**src/hw/sfe_params.svh**
```systemverilog
`ifndef SFE_PARAMS_SVH
`define SFE_PARAMS_SVH

// ==========================================================
// Register offsets (byte addresses on APB)
`define SFE_ADDR_CONFIG 12'h000
`define SFE_ADDR_PROTECT 12'h004
`define SFE_ADDR_READ_DATA 12'h008
`define SFE_ADDR_RX_DATA 12'h00c
`define SFE_ADDR_STATUS 12'h010

// ==========================================================
// Field positions
`define SFE_CFG_QUAD_ENABLE 0
`define SFE_CFG_PAUSE_RESET_SEL 1
`define SFE_ST_SELECTED 0
`define SFE_ST_BUSY 1
`define SFE_ST_PAUSED 2
`define SFE_ST_IN_RESET 3
`define SFE_ST_HW_PROTECTED 4
`define SFE_ST_WP_ACTIVE 5
`define SFE_ST_LAST_OP_LSB 8

// ==========================================================
// Reset values
`define SFE_CONFIG_RESET 2'h0
`define SFE_PROTECT_RESET 7'h00
`define SFE_READ_DATA_RESET 8'h00

// ==========================================================
// Instruction codes
`define SFE_OP_WRITE_STATUS 8'h01
`define SFE_OP_PROGRAM 8'h02
`define SFE_OP_READ 8'h03
`define SFE_OP_READ_STATUS 8'h05
`define SFE_OP_ERASE 8'h20
`define SFE_OP_QUAD_PROGRAM 8'h32
`define SFE_OP_DUAL_READ 8'h3b
`define SFE_OP_QUAD_READ 8'h6b

// ==========================================================
// Timing
`define SFE_CLK_PERIOD_NS 20
`define SFE_BUSY_TIME_NS 2000

`endif

```
**src/hw/sfe_pkg.sv**
```systemverilog
package sfe_pkg;

	typedef enum {
		ST_IDLE,
		ST_INSTR,
		ST_DATA_IN,
		ST_DATA_OUT,
		ST_IGNORE
	} sfe_state_e;

	typedef logic [7:0] sfe_byte_t;
	typedef logic [2:0] sfe_lanes_t;

endpackage

```
**src/hw/sfe_pin_if.sv**
```systemverilog
`timescale 1ns/1ns
`default_nettype none

interface sfe_pin_if;
	logic [7:0] raw;
	logic [7:0] filt;
	modport sync(input raw, output filt);
	modport user(output raw, input filt);
endinterface

`default_nettype wire

```
**src/hw/sfe_pin_sync.sv**
```systemverilog
`timescale 1ns/1ns
`default_nettype none

// ==========================================================
// Three-stage pin synchroniser; a bit changes once stages two and three agree.
module sfe_pin_sync (
	// Clock and reset
	input wire logic clk,
	input wire logic reset_n,
	// Pins
	sfe_pin_if.sync pins
);
	logic [7:0] s1_reg;
	logic [7:0] s2_reg;
	logic [7:0] s3_reg;
	logic [7:0] filt_reg;

	always_ff @(posedge clk) begin
		if (!reset_n) begin
			s1_reg <= 8'h00;
			s2_reg <= 8'h00;
			s3_reg <= 8'h00;
		end else begin
			s1_reg <= pins.raw;
			s2_reg <= s1_reg;
			s3_reg <= s2_reg;
		end
	end

	always_ff @(posedge clk) begin
		if (!reset_n) begin
			filt_reg <= 8'h00;
		end else begin
			filt_reg <= (s2_reg & ~(s2_reg ^ s3_reg)) | (filt_reg & (s2_reg ^ s3_reg));
		end
	end

	assign pins.filt = filt_reg;
endmodule // sfe_pin_sync

`default_nettype wire

```
**src/hw/sfe_front_end.sv**
```systemverilog
`include "sfe_params.svh"
`timescale 1ns/1ns
`default_nettype none

module sfe_front_end #(
	parameter int BUSY_TIME_NS = `SFE_BUSY_TIME_NS
) (
	// System clock and reset
	input wire logic CLK,
	input wire logic RESET_N,
	// APB slave
	input wire logic PSEL,
	input wire logic PENABLE,
	input wire logic PWRITE,
	input wire logic [11:0] PADDR,
	input wire logic [31:0] PWDATA,
	output logic [31:0] PRDATA,
	output logic PREADY,
	output logic PSLVERR,
	// Flash pins
	input wire logic SERIAL_CLK,
	input wire logic SELECT_N,
	input wire logic HW_RESET_N,
	input wire logic [3:0] DATA_LINE_IN,
	output logic [3:0] DATA_LINE_OUT,
	output logic [3:0] DATA_LINE_OE_N
);
	localparam int BUSY_CYCLES = (BUSY_TIME_NS + `SFE_CLK_PERIOD_NS - 1) / `SFE_CLK_PERIOD_NS;

	// ==========================================================
	// Helpers
	function automatic sfe_pkg::sfe_byte_t shift_in(input sfe_pkg::sfe_byte_t sh,
			input logic [3:0] dl, input sfe_pkg::sfe_lanes_t lanes);
		unique case (lanes)
			3'd2: shift_in = {sh[5:0], dl[1], dl[0]};
			3'd4: shift_in = {sh[3:0], dl};
			default: shift_in = {sh[6:0], dl[0]};
		endcase
	endfunction

	function automatic logic [3:0] out_bits(input sfe_pkg::sfe_byte_t sh,
			input sfe_pkg::sfe_lanes_t lanes);
		unique case (lanes)
			3'd2: out_bits = {2'b00, sh[7], sh[6]};
			3'd4: out_bits = sh[7:4];
			default: out_bits = {2'b00, sh[7], 1'b0};
		endcase
	endfunction

	function automatic logic [3:0] lane_oe_n(input sfe_pkg::sfe_lanes_t lanes);
		unique case (lanes)
			3'd2: lane_oe_n = 4'hc;
			3'd4: lane_oe_n = 4'h0;
			default: lane_oe_n = 4'hd;
		endcase
	endfunction

	// ==========================================================
	// Pin synchronisers
	sfe_pin_if pins ();
	assign pins.raw = {1'b0, HW_RESET_N, SELECT_N, SERIAL_CLK, DATA_LINE_IN};
	sfe_pin_sync u_sync (
		.clk(CLK),
		.reset_n(RESET_N),
		.pins(pins.sync)
	);

	logic [3:0] dl_f;
	logic sclk_f;
	logic sel_n_f;
	logic hw_rst_n_f;
	assign dl_f = pins.filt[3:0];
	assign sclk_f = pins.filt[4];
	assign sel_n_f = pins.filt[5];
	assign hw_rst_n_f = pins.filt[6];

	// ==========================================================
	// State
	sfe_pkg::sfe_state_e state_reg;
	sfe_pkg::sfe_byte_t op_reg;
	sfe_pkg::sfe_byte_t in_sh_reg;
	sfe_pkg::sfe_byte_t out_sh_reg;
	sfe_pkg::sfe_byte_t rx_reg;
	sfe_pkg::sfe_byte_t read_data_reg;
	sfe_pkg::sfe_lanes_t lanes_reg;
	logic [3:0] bit_cnt_reg;
	logic [2:0] rx_count_reg;
	logic [1:0] config_reg;
	logic [7:1] protect_reg;
	logic sclk_prev_reg;
	logic sel_n_prev_reg;
	logic armed_reg;
	logic paused_reg;
	logic [15:0] busy_cnt_reg;
	logic busy;
	logic [3:0] dq_out_reg;
	logic [3:0] dq_oe_n_reg;
	logic [31:0] prdata_reg;
	logic pready_reg;
	logic pslverr_reg;

	// ==========================================================
	// Pin roles
	logic quad_enable_bit;
	logic pause_reset_sel;
	logic status_lock_mode;
	logic wp_active;
	logic hw_protected;
	logic shared_reset;
	logic dev_reset;
	logic pause_req;
	logic sclk_rise;
	logic sclk_fall;
	logic sel_fall;
	logic sel_rise;
	sfe_pkg::sfe_byte_t status_byte;
	sfe_pkg::sfe_byte_t op_next;
	logic [3:0] bit_sum;

	assign quad_enable_bit = config_reg[`SFE_CFG_QUAD_ENABLE];
	assign pause_reset_sel = config_reg[`SFE_CFG_PAUSE_RESET_SEL];
	assign status_lock_mode = protect_reg[7];
	// Line 2 is write-protect only while the quad enable bit is clear.
	assign wp_active = !quad_enable_bit && !dl_f[2];
	assign hw_protected = wp_active && status_lock_mode && (|protect_reg[4:1]);
	assign shared_reset = !quad_enable_bit && pause_reset_sel && !dl_f[3];
	assign dev_reset = !hw_rst_n_f || shared_reset;
	assign pause_req = !quad_enable_bit && !pause_reset_sel && !dl_f[3] && !sel_n_f;
	assign sclk_rise = sclk_f && !sclk_prev_reg;
	assign sclk_fall = !sclk_f && sclk_prev_reg;
	assign sel_fall = !sel_n_f && sel_n_prev_reg;
	assign sel_rise = sel_n_f && !sel_n_prev_reg;
	assign busy = busy_cnt_reg != 16'h0000;
	assign status_byte = {protect_reg, busy};
	assign op_next = {in_sh_reg[6:0], dl_f[0]};
	assign bit_sum = bit_cnt_reg + {1'b0, lanes_reg};

	// ==========================================================
	// Edge history
	always_ff @(posedge CLK) begin
		if (!RESET_N) begin
			sclk_prev_reg <= 1'b0;
			sel_n_prev_reg <= 1'b0;
		end else begin
			sclk_prev_reg <= sclk_f;
			sel_n_prev_reg <= sel_n_f;
		end
	end

	// The select must be seen high before a fall can open a frame.
	always_ff @(posedge CLK) begin
		if (!RESET_N || dev_reset) begin
			armed_reg <= 1'b0;
		end else if (sel_n_f) begin
			armed_reg <= 1'b1;
		end
	end

	// Outside deselect and reset, pause changes only while the serial clock is low, so a high clock
	// defers it to the next falling edge.
	always_ff @(posedge CLK) begin
		if (!RESET_N || dev_reset || sel_n_f) begin
			paused_reg <= 1'b0;
		end else if (!sclk_f) begin
			paused_reg <= pause_req;
		end
	end

	// ==========================================================
	// Frame engine
	always_ff @(posedge CLK) begin
		if (!RESET_N || dev_reset) begin
			state_reg <= sfe_pkg::ST_IDLE;
			op_reg <= 8'h00;
			in_sh_reg <= 8'h00;
			out_sh_reg <= 8'h00;
			rx_reg <= 8'h00;
			lanes_reg <= 3'd1;
			bit_cnt_reg <= 4'h0;
			rx_count_reg <= 3'd0;
			dq_out_reg <= 4'h0;
			dq_oe_n_reg <= 4'hf;
		end else if (sel_n_f) begin
			state_reg <= sfe_pkg::ST_IDLE;
			dq_oe_n_reg <= 4'hf;
		end else if (sel_fall && armed_reg) begin
			// Either clock idle level is fine: the instruction phase only counts rises.
			state_reg <= sfe_pkg::ST_INSTR;
			lanes_reg <= 3'd1;
			bit_cnt_reg <= 4'h0;
			rx_count_reg <= 3'd0;
			dq_oe_n_reg <= 4'hf;
		end else if (paused_reg) begin
			dq_oe_n_reg <= 4'hf;
		end else begin
			unique case (state_reg)
				sfe_pkg::ST_IDLE, sfe_pkg::ST_IGNORE: begin
					dq_oe_n_reg <= 4'hf;
				end
				sfe_pkg::ST_INSTR: begin
					if (sclk_rise) begin
						in_sh_reg <= op_next;
						bit_cnt_reg <= bit_cnt_reg + 4'h1;
						if (bit_cnt_reg == 4'h7) begin
							op_reg <= op_next;
							bit_cnt_reg <= 4'h0;
							state_reg <= sfe_pkg::ST_IGNORE;
							if (op_next == `SFE_OP_READ_STATUS) begin
								state_reg <= sfe_pkg::ST_DATA_OUT;
								out_sh_reg <= status_byte;
								lanes_reg <= 3'd1;
							end else if (!busy) begin
								unique case (op_next)
									`SFE_OP_READ: begin
										state_reg <= sfe_pkg::ST_DATA_OUT;
										out_sh_reg <= read_data_reg;
										lanes_reg <= 3'd1;
									end
									`SFE_OP_DUAL_READ: begin
										state_reg <= sfe_pkg::ST_DATA_OUT;
										out_sh_reg <= read_data_reg;
										lanes_reg <= 3'd2;
									end
									`SFE_OP_QUAD_READ: begin
										if (quad_enable_bit) begin
											state_reg <= sfe_pkg::ST_DATA_OUT;
											out_sh_reg <= read_data_reg;
											lanes_reg <= 3'd4;
										end
									end
									`SFE_OP_QUAD_PROGRAM: begin
										if (quad_enable_bit) begin
											state_reg <= sfe_pkg::ST_DATA_IN;
											lanes_reg <= 3'd4;
										end
									end
									`SFE_OP_WRITE_STATUS, `SFE_OP_PROGRAM, `SFE_OP_ERASE: begin
										state_reg <= sfe_pkg::ST_DATA_IN;
										lanes_reg <= 3'd1;
									end
									default: begin
										state_reg <= sfe_pkg::ST_IGNORE;
									end
								endcase
							end
						end
					end
				end
				sfe_pkg::ST_DATA_IN: begin
					if (sclk_rise) begin
						in_sh_reg <= shift_in(in_sh_reg, dl_f, lanes_reg);
						bit_cnt_reg <= bit_sum;
						if (bit_sum == 4'h8) begin
							rx_reg <= shift_in(in_sh_reg, dl_f, lanes_reg);
							bit_cnt_reg <= 4'h0;
							if (rx_count_reg != 3'd7) begin
								rx_count_reg <= rx_count_reg + 3'd1;
							end
						end
					end
				end
				sfe_pkg::ST_DATA_OUT: begin
					dq_oe_n_reg <= lane_oe_n(lanes_reg);
					if (sclk_fall) begin
						dq_out_reg <= out_bits(out_sh_reg, lanes_reg);
						bit_cnt_reg <= bit_sum;
						if (bit_sum == 4'h8) begin
							bit_cnt_reg <= 4'h0;
							out_sh_reg <= (op_reg == `SFE_OP_READ_STATUS) ? status_byte
								: read_data_reg;
						end else begin
							out_sh_reg <= out_sh_reg << lanes_reg;
						end
					end
				end
			endcase
		end
	end

	// ==========================================================
	// Deselect commits
	logic in_frame_end;
	logic wrsr_commit;
	logic work_commit;
	assign in_frame_end = sel_rise && state_reg == sfe_pkg::ST_DATA_IN;
	assign wrsr_commit = in_frame_end && op_reg == `SFE_OP_WRITE_STATUS
		&& rx_count_reg != 3'd0 && !(status_lock_mode && wp_active);
	assign work_commit = in_frame_end && !hw_protected
		&& (((op_reg == `SFE_OP_PROGRAM || op_reg == `SFE_OP_QUAD_PROGRAM)
		&& rx_count_reg >= 3'd4) || (op_reg == `SFE_OP_ERASE && rx_count_reg >= 3'd3));

	// Busy runs on regardless of the select; only a reset cuts it short.
	always_ff @(posedge CLK) begin
		if (!RESET_N || dev_reset) begin
			busy_cnt_reg <= 16'h0000;
		end else if (wrsr_commit || work_commit) begin
			busy_cnt_reg <= 16'(BUSY_CYCLES);
		end else if (busy) begin
			busy_cnt_reg <= busy_cnt_reg - 16'h0001;
		end
	end

	// ==========================================================
	// APB slave: one wait state, so every output is registered.
	logic apb_access;
	logic apb_commit;
	logic addr_ok;
	assign apb_access = PSEL && PENABLE && !pready_reg;
	assign apb_commit = PSEL && PENABLE && pready_reg;
	assign addr_ok = PADDR == `SFE_ADDR_CONFIG || PADDR == `SFE_ADDR_PROTECT
		|| PADDR == `SFE_ADDR_READ_DATA || PADDR == `SFE_ADDR_RX_DATA
		|| PADDR == `SFE_ADDR_STATUS;

	always_ff @(posedge CLK) begin
		if (!RESET_N) begin
			config_reg <= `SFE_CONFIG_RESET;
			protect_reg <= `SFE_PROTECT_RESET;
			read_data_reg <= `SFE_READ_DATA_RESET;
		end else begin
			if (apb_commit && PWRITE && PADDR == `SFE_ADDR_CONFIG) begin
				config_reg <= PWDATA[1:0];
			end
			if (apb_commit && PWRITE && PADDR == `SFE_ADDR_READ_DATA) begin
				read_data_reg <= PWDATA[7:0];
			end
			// A status write from the pins overrides a same-cycle bus write.
			if (wrsr_commit) begin
				protect_reg <= rx_reg[7:1];
			end else if (apb_commit && PWRITE && PADDR == `SFE_ADDR_PROTECT) begin
				protect_reg <= PWDATA[7:1];
			end
		end
	end

	always_ff @(posedge CLK) begin
		if (!RESET_N) begin
			pready_reg <= 1'b0;
			pslverr_reg <= 1'b0;
			prdata_reg <= 32'h0000_0000;
		end else begin
			pready_reg <= apb_access;
			pslverr_reg <= apb_access && !addr_ok;
			prdata_reg <= 32'h0000_0000;
			if (apb_access && !PWRITE) begin
				unique case (PADDR)
					`SFE_ADDR_CONFIG: prdata_reg <= {30'h0, config_reg};
					`SFE_ADDR_PROTECT: prdata_reg <= {24'h0, protect_reg, 1'b0};
					`SFE_ADDR_READ_DATA: prdata_reg <= {24'h0, read_data_reg};
					`SFE_ADDR_RX_DATA: prdata_reg <= {24'h0, rx_reg};
					`SFE_ADDR_STATUS: begin
						prdata_reg[`SFE_ST_SELECTED] <= state_reg != sfe_pkg::ST_IDLE;
						prdata_reg[`SFE_ST_BUSY] <= busy;
						prdata_reg[`SFE_ST_PAUSED] <= paused_reg;
						prdata_reg[`SFE_ST_IN_RESET] <= dev_reset;
						prdata_reg[`SFE_ST_HW_PROTECTED] <= hw_protected;
						prdata_reg[`SFE_ST_WP_ACTIVE] <= wp_active;
						prdata_reg[`SFE_ST_LAST_OP_LSB +: 8] <= op_reg;
					end
					default: prdata_reg <= 32'h0000_0000;
				endcase
			end
		end
	end

	assign PRDATA = prdata_reg;
	assign PREADY = pready_reg;
	assign PSLVERR = pslverr_reg;
	assign DATA_LINE_OUT = dq_out_reg;
	assign DATA_LINE_OE_N = dq_oe_n_reg;
endmodule // sfe_front_end

`default_nettype wire

```
**config.mk**
```make
export PLATFORM = sky130hd
export DESIGN_NAME = sfe_front_end
export DESIGN_NICKNAME = d
export VERILOG_FILES = /design/src/hw/sfe_pkg.sv /design/src/hw/sfe_pin_if.sv /design/src/hw/sfe_pin_sync.sv /design/src/hw/sfe_front_end.sv
export VERILOG_INCLUDE_DIRS = /design/src /design/src/hw
export SDC_FILE = /design/constraint.sdc
export NUM_CORES = 1
export LEC_CHECK = 0
export ABC_AREA = 1
export BUFFER_PORTS_ARGS = -buffer_cell sky130_fd_sc_hd__buf_2
export CAP_MARGIN = 10
export CORE_ASPECT_RATIO = 0.6
export CORE_MARGIN = 5
export CORE_UTILIZATION = 52
export CTS_CLUSTER_SIZE = 24
export DETAILED_ROUTE_END_ITERATION = 16
export PLACE_DENSITY = 0.88
export RECOVER_POWER = 25
export SKIP_LAST_GASP = 1
export SLEW_MARGIN = 40
export SYNTH_ARGS = -nofsm -noshare
export SYNTH_HDL_FRONTEND = slang
export SYNTH_SLANG_ARGS = --single-unit
export TNS_END_PERCENT = 20
```
**constraint.sdc**
```tcl
create_clock -name CLK -period 2.3 [get_ports CLK]
set_input_delay 0.115 -clock CLK [delete_from_list [all_inputs] [get_ports CLK]]
set_output_delay 0.115 -clock CLK [all_outputs]
set_load 0.02 [all_outputs]
```
Yosys cells after proc, flatten, opt, wreduce, memory -nomap -nowiden:

Cells that the tools add are included.

* bits of input ports: 56
* register bits after elaboration: 155
* output and inout port bits: 42
* logic and storage cells: 236

* reduce and logical (&&, ||, !) cells: 95
* bitwise gates (word level): 8
* shift-type cells: 1
* muxes and demuxes: 56
* equal/unequal tests: 40
* magnitude comparators: 2
* $add $sub $neg: 4

Operators by type and width (number)
* 2-to-1 mux 8 bit: 8
* 2-to-1 mux 3 bit: 18
* case mux 8 bit (2 select lines): 3
* 2-to-1 mux 7 bit: 6
* equality test 8 x 6 -> 1 bit, second input constant: 5
* zero test 32 bit: 1
* nonzero test 32 bit: 1
* logical AND 1 bit: 30
* case mux 6 bit (5 select lines): 1
* AND reduction 6 bit: 5
* 2-to-1 mux 4 bit: 7
* equality test 12 x 4 -> 1 bit, second input constant: 2
* equality test 8 x 2 -> 1 bit, second input constant: 3
* case mux 4 bit (2 select lines): 3
* nonzero test 2 bit: 11
* AND 8 bit: 2
* equality test 8 x 1 -> 1 bit, second input constant: 2
* equality test 8 x 3 -> 1 bit, second input constant: 2
* nonzero test 16 bit: 1
* subtractor 16 x 1 -> 16 bit, second input constant: 1
* zero test 1 bit: 15
* inequality test 3 bit, second input constant: 5
* case mux 7 bit (2 select lines): 1
* equality test 12 x 3 -> 1 bit, second input constant: 1
* other kinds (42): 72

Logic depth before layout (Yosys ltp):

* depth after elaboration: 10
* depth in mapped cells: 14
* depth with buffers taken out: 14

Cells and area by module:

From an unflattened synthesis, not the netlist that was laid out.

* cell total of the unflattened synthesis: 1027
* area total of the unflattened synthesis: 7094.3 µm²

By module, submodules not included
* sfe_front_end: cells each 920, sequential area each 2122.0 µm², times used 1, area an instance 6114.6 µm²
* sfe_pin_sync: cells each 107, sequential area each 640.6 µm², times used 1, area an instance 979.7 µm²

Worst setup path after synthesis:

Ideal clock, no wire load.

* kind: flip-flop to flip-flop
* from: reg lanes_reg[1]
* to: reg rx_count_reg[0]
* data required time: 2.178 ns
* stages on the path, launching flop included: 12
* period minus slack after synthesis: 2.223 ns
* path buffers: 2
* slack: 0.077 ns
* arrival: 2.101 ns
* setup time: 0.122 ns
* cell sequence: dfxtp_1 inv_1 clkbuf_1 fa_1 xnor2_1 nor2_1 nand2_1 nor2_2 buf_2 nand3_1 o21ai_0 a21oi_1

* word-level cells in the longest chain between the ends: 4

Ends and longest elaborated chain
* start, declared: line sfe_front_end.sv:85 `sfe_pkg::sfe_lanes_t lanes_reg;`
* start signal, assigned: line sfe_front_end.sv:178 `lanes_reg <= 3'd1;`
* start signal, assigned: line sfe_front_end.sv:189 `lanes_reg <= 3'd1;`
* start signal, assigned: line sfe_front_end.sv:211 `lanes_reg <= 3'd1;`
* adder 4 x 3 -> 4 bit: line sfe_front_end.sv:136 `assign bit_sum = bit_cnt_reg + {1'b0, lanes_reg};`
* equality test 4 bit: line sfe_front_end.sv:253 `if (bit_sum == 4'h8) begin`
* nonzero test 2 bit (no line)
* AND reduction 6 bit (no line)
* end signal, assigned: line sfe_front_end.sv:257 `rx_count_reg <= rx_count_reg + 3'd1;`
* end, declared: line sfe_front_end.sv:87 `logic [2:0] rx_count_reg;`

Every way passes these cells.
A chain may end at the register's enable or synchronous reset.

Worst setup path after layout:

* from: reg bit_cnt_reg[0]
* to: reg rx_count_reg[0]

* word-level cells in the longest chain between the ends: 4

Ends and longest elaborated chain
* start, declared: line sfe_front_end.sv:86 `logic [3:0] bit_cnt_reg;`
* start signal, assigned: line sfe_front_end.sv:203 `bit_cnt_reg <= bit_cnt_reg + 4'h1;`
* start signal, assigned: line sfe_front_end.sv:252 `bit_cnt_reg <= bit_sum;`
* start signal, assigned: line sfe_front_end.sv:266 `bit_cnt_reg <= bit_sum;`
* adder 4 x 3 -> 4 bit: line sfe_front_end.sv:136
* equality test 4 bit: line sfe_front_end.sv:253
* nonzero test 2 bit (no line)
* AND reduction 6 bit (no line)

Every way passes these cells.

==> out/metrics.cfg <==
[cells_and_area]
final_area_mm2 = 0.00804
fin_util = 0.625
multiInputGateArea_mm2 = 0.00349
drive_above_1_share = 0.158
fill_cells = 1116
antennaDiodeCount = 0
nets = 1114
area_growth_pct = 17.5
seqCellArea_mm2 = 0.00268

[power_and_ir_drop]
leakage_uw = 0.00352
power_frac_clock = 0.530
power_switching_uw = 1120
swShare = 0.213
ir_worst_vdd_mv = 0.487
p_per_area_mw_per_mm2 = 655
combinationalPowerShare = 0.025
p_int_uw = 4140
pwr-share-seq = 0.446

[worst_setup_path]
crit_fanout = 6
end_kind = flop
cp_cell_sequence = ha_2 > inv_1 > fa_2 > xnor2_2 > nor2_1 > nand2_1 > nor2_4 > buf_4 > nand3_2 > o21ai_1 > a21oi_1
critPathKind = reg2reg
worstPathArrival_ns = 2.45
slowest_stage = fa_2
slowest_delay_ns = 0.35
cp.required_ns = 2.60
worstSetupStartpointType = flop

[logic_synthesis]
synth_top_cell_area_share = 0.392
synth-warning-count = 0
synthesis.area_mm2 = 0.00684
synth_cells = 968
ys_types = 47
yosys-top-cells-area = dfxtp_1 (39%), nand2_1 (9.8%), nor2_1 (7.6%)
ys_ff_latch = 134
syn_area_per_cell_um2 = 7.07
ys_seq_area_frac = 0.392
yosys.area.top_type = dfxtp_1

[routing]
ant_nets = 0
post_drt_wl_per_cell_um = 15.4
vias_per_cell = 5.52
drt_iter0_drc = 691
drt_first_pass_iters = 6
drc = 0
vias = 6792
finalWirelength_um = 18900

[die]
start_util = 0.532
fp-row-count = 32
placeableCoreArea_mm2 = 0.0129
io_pins = 98
die_w_um = 158
die_area_mm2 = 0.0156
die_y_um = 98.8

[cts]
cts-root-buf = clkbuf_16
htreeDepth = 4
cts_buffers = 17
cts_tree = done
clock_sinks = 134
insertion_delay_ns = 0.42
clk_pin_slew_ns = 0.06
clk_path_buf_depth = 2

[grt]
antenna_found_initial = 0
grt_max_degree = 40
grt-ovfl-total = 0
grtUsageTotal = 0.244
grt_pass1_vias = 6271
grt_pass1_wl_um = 30700

[place]
io_buffer_count = 57
placed_area_mm2 = 0.00730
hpwl_um = 13600
place_congestion = 0.983

[sta]
skew_ns = 0.00698
finalMaxSlewViolations = 0
fin_crit_sh = 0.933
fmax_mhz = 466
tightestPinTransition_ns = 0.630
hold_violations = 0
period_needed_ns = 2.15
setup_viol_count_final = 0
rsz0062_at_grt = false
max_slew_margin = 0.575

[flow_run]
cap_violations = 0

[outcome]
status = complete, no violations

[hold_path]
hp-class = in2reg

worst max-delay path, delay by kind of cell (launching register included):
family	cells	cell delay [ns]
adder cells (fa/ha/maj)	2	0.53
AND/OR/NAND/NOR	4	0.54
AO/OA/AOI/OAI	2	0.26
buffers and inverters	2	0.21
flip-flops	1	0.33
XOR/XNOR	1	0.15
placed cells by master (no fill, tap or decap), types with 4 or more instances in the layout:
cell type / instances
nand3_2: 7
nor4_1: 4
clkbuf_16: 17
o221ai_1: 12
inv_1: 119
dlygate4sd3_1: 9
o22ai_1: 4
nand3_1: 41
o211ai_1: 9
nor2_2: 8
a21oi_1: 69
buf_4: 17
a31oi_1: 4
nand2_2: 6
nand4_1: 10
buf_2: 49
nand2_1: 177
clkinvlp_4: 5
dfxtp_1: 133
xor2_1: 6
nor3_1: 13
inv_2: 17
o21ai_1: 13
conb_1: 16
nor2_1: 138
clkbuf_1: 11
o21ai_0: 61
ha_1: 8
o21ai_2: 9
xnor2_1: 5
a211oi_1: 16
power groups by stage:
stage                     combinational [µW]  sequential, µW  clock, µW
after floorplan                         89.4            2400          0
after global placement                   113            2400          0
after detailed placement                 115            2400          0
after CTS                                129            2350       2800
after global routing                     145            2350       2920
final                                    131            2350       2790
layout make-up:
class                   count  share of cell area
well taps                 170              0.0265
inverters                 138              0.0648
repair buffers             87              0.0651
clock inverters            12              0.0188
multi-input cells         670               0.434
clock buffers              20              0.0568
flip-flops and latches    134               0.334
layer usage:
layer  GRT usage  share of wire
met5           0              0
met4      0.0813          0.018
met3      0.0720           0.11
met2       0.357           0.42
met1       0.344           0.45
cells by family (layout without fill, tap and decap cells):
kind of cell    count (synthesis)  after routing  synth area share
compound gates                207            207             0.179
xor+xnor                       12             12            0.0154
fa+ha+maj                      10             10            0.0194
buf+inv                       179            257             0.112
flops                         134            134             0.392
other cells                     1             16          0.000548
simple gates                  425            425             0.282
final timing paths:
check	from	endpoint	slack, ns	cells after the start
max	bit_cnt_reg[0]	rx_count_reg[0]	0.15	11
min	PWDATA[4]	read_data_reg[4]	0.002	3
max reg2reg	bit_cnt_reg[0]	rx_count_reg[0]	0.15	11
min reg2reg	u_sync.s1_reg[3]	u_sync.s2_reg[3]	0.42	2
stage by stage:
| stage | setup TNS (ns) | setup slack, ns | cells | hold WS, ns | total power, µW |
|---|---|---|---|---|---|
| global placement | 0 | 0.0639 | 1189 | 0.304 | 2510 |
| detailed placement | -0.0397 | -0.0220 | 1189 | 0.304 | 2510 |
| global route | 0 | 0.0250 | 1231 | 0.0196 | 5410 |
| finish | 0 | 0.153 | 1231 | 0.00217 | 5260 |
| floorplan | 0 | 0.0770 | 983 | 0.213 | 2490 |
| CTS | 0 | 0.0398 | 1230 | 0.00136 | 5270 |
cells in the mapped netlist (all sizes together):
master,number
clkinv,2
xor2,6
conb,1
a211oi,17
o2111ai,2
a31oi,4
a311oi,2
a21oi,71
nand3,49
inv,136
nor4,5
o31ai,1
o21ai,83
o221ai,12
clkbuf,12
nor3,16
buf,29
nand3b,2
fa,1
xnor2,6
dfxtp,134
nand2,185
nand4,11
o211ai,9
ha,9
or2,4
a41oi,1
nor2,150
o22ai,4
a21boi,1
and2,3
what timing repair did:
item                       in CTS  in global routing
buffers inserted                0                  1
hold endpoints to repair        9                  0
hold buffers                    9                  0
setup endpoints to repair      11                 14
gates resized for setup         4                 11
pin swaps                       0                  1
No activity file was read; power rests on OpenSTA's default activity.
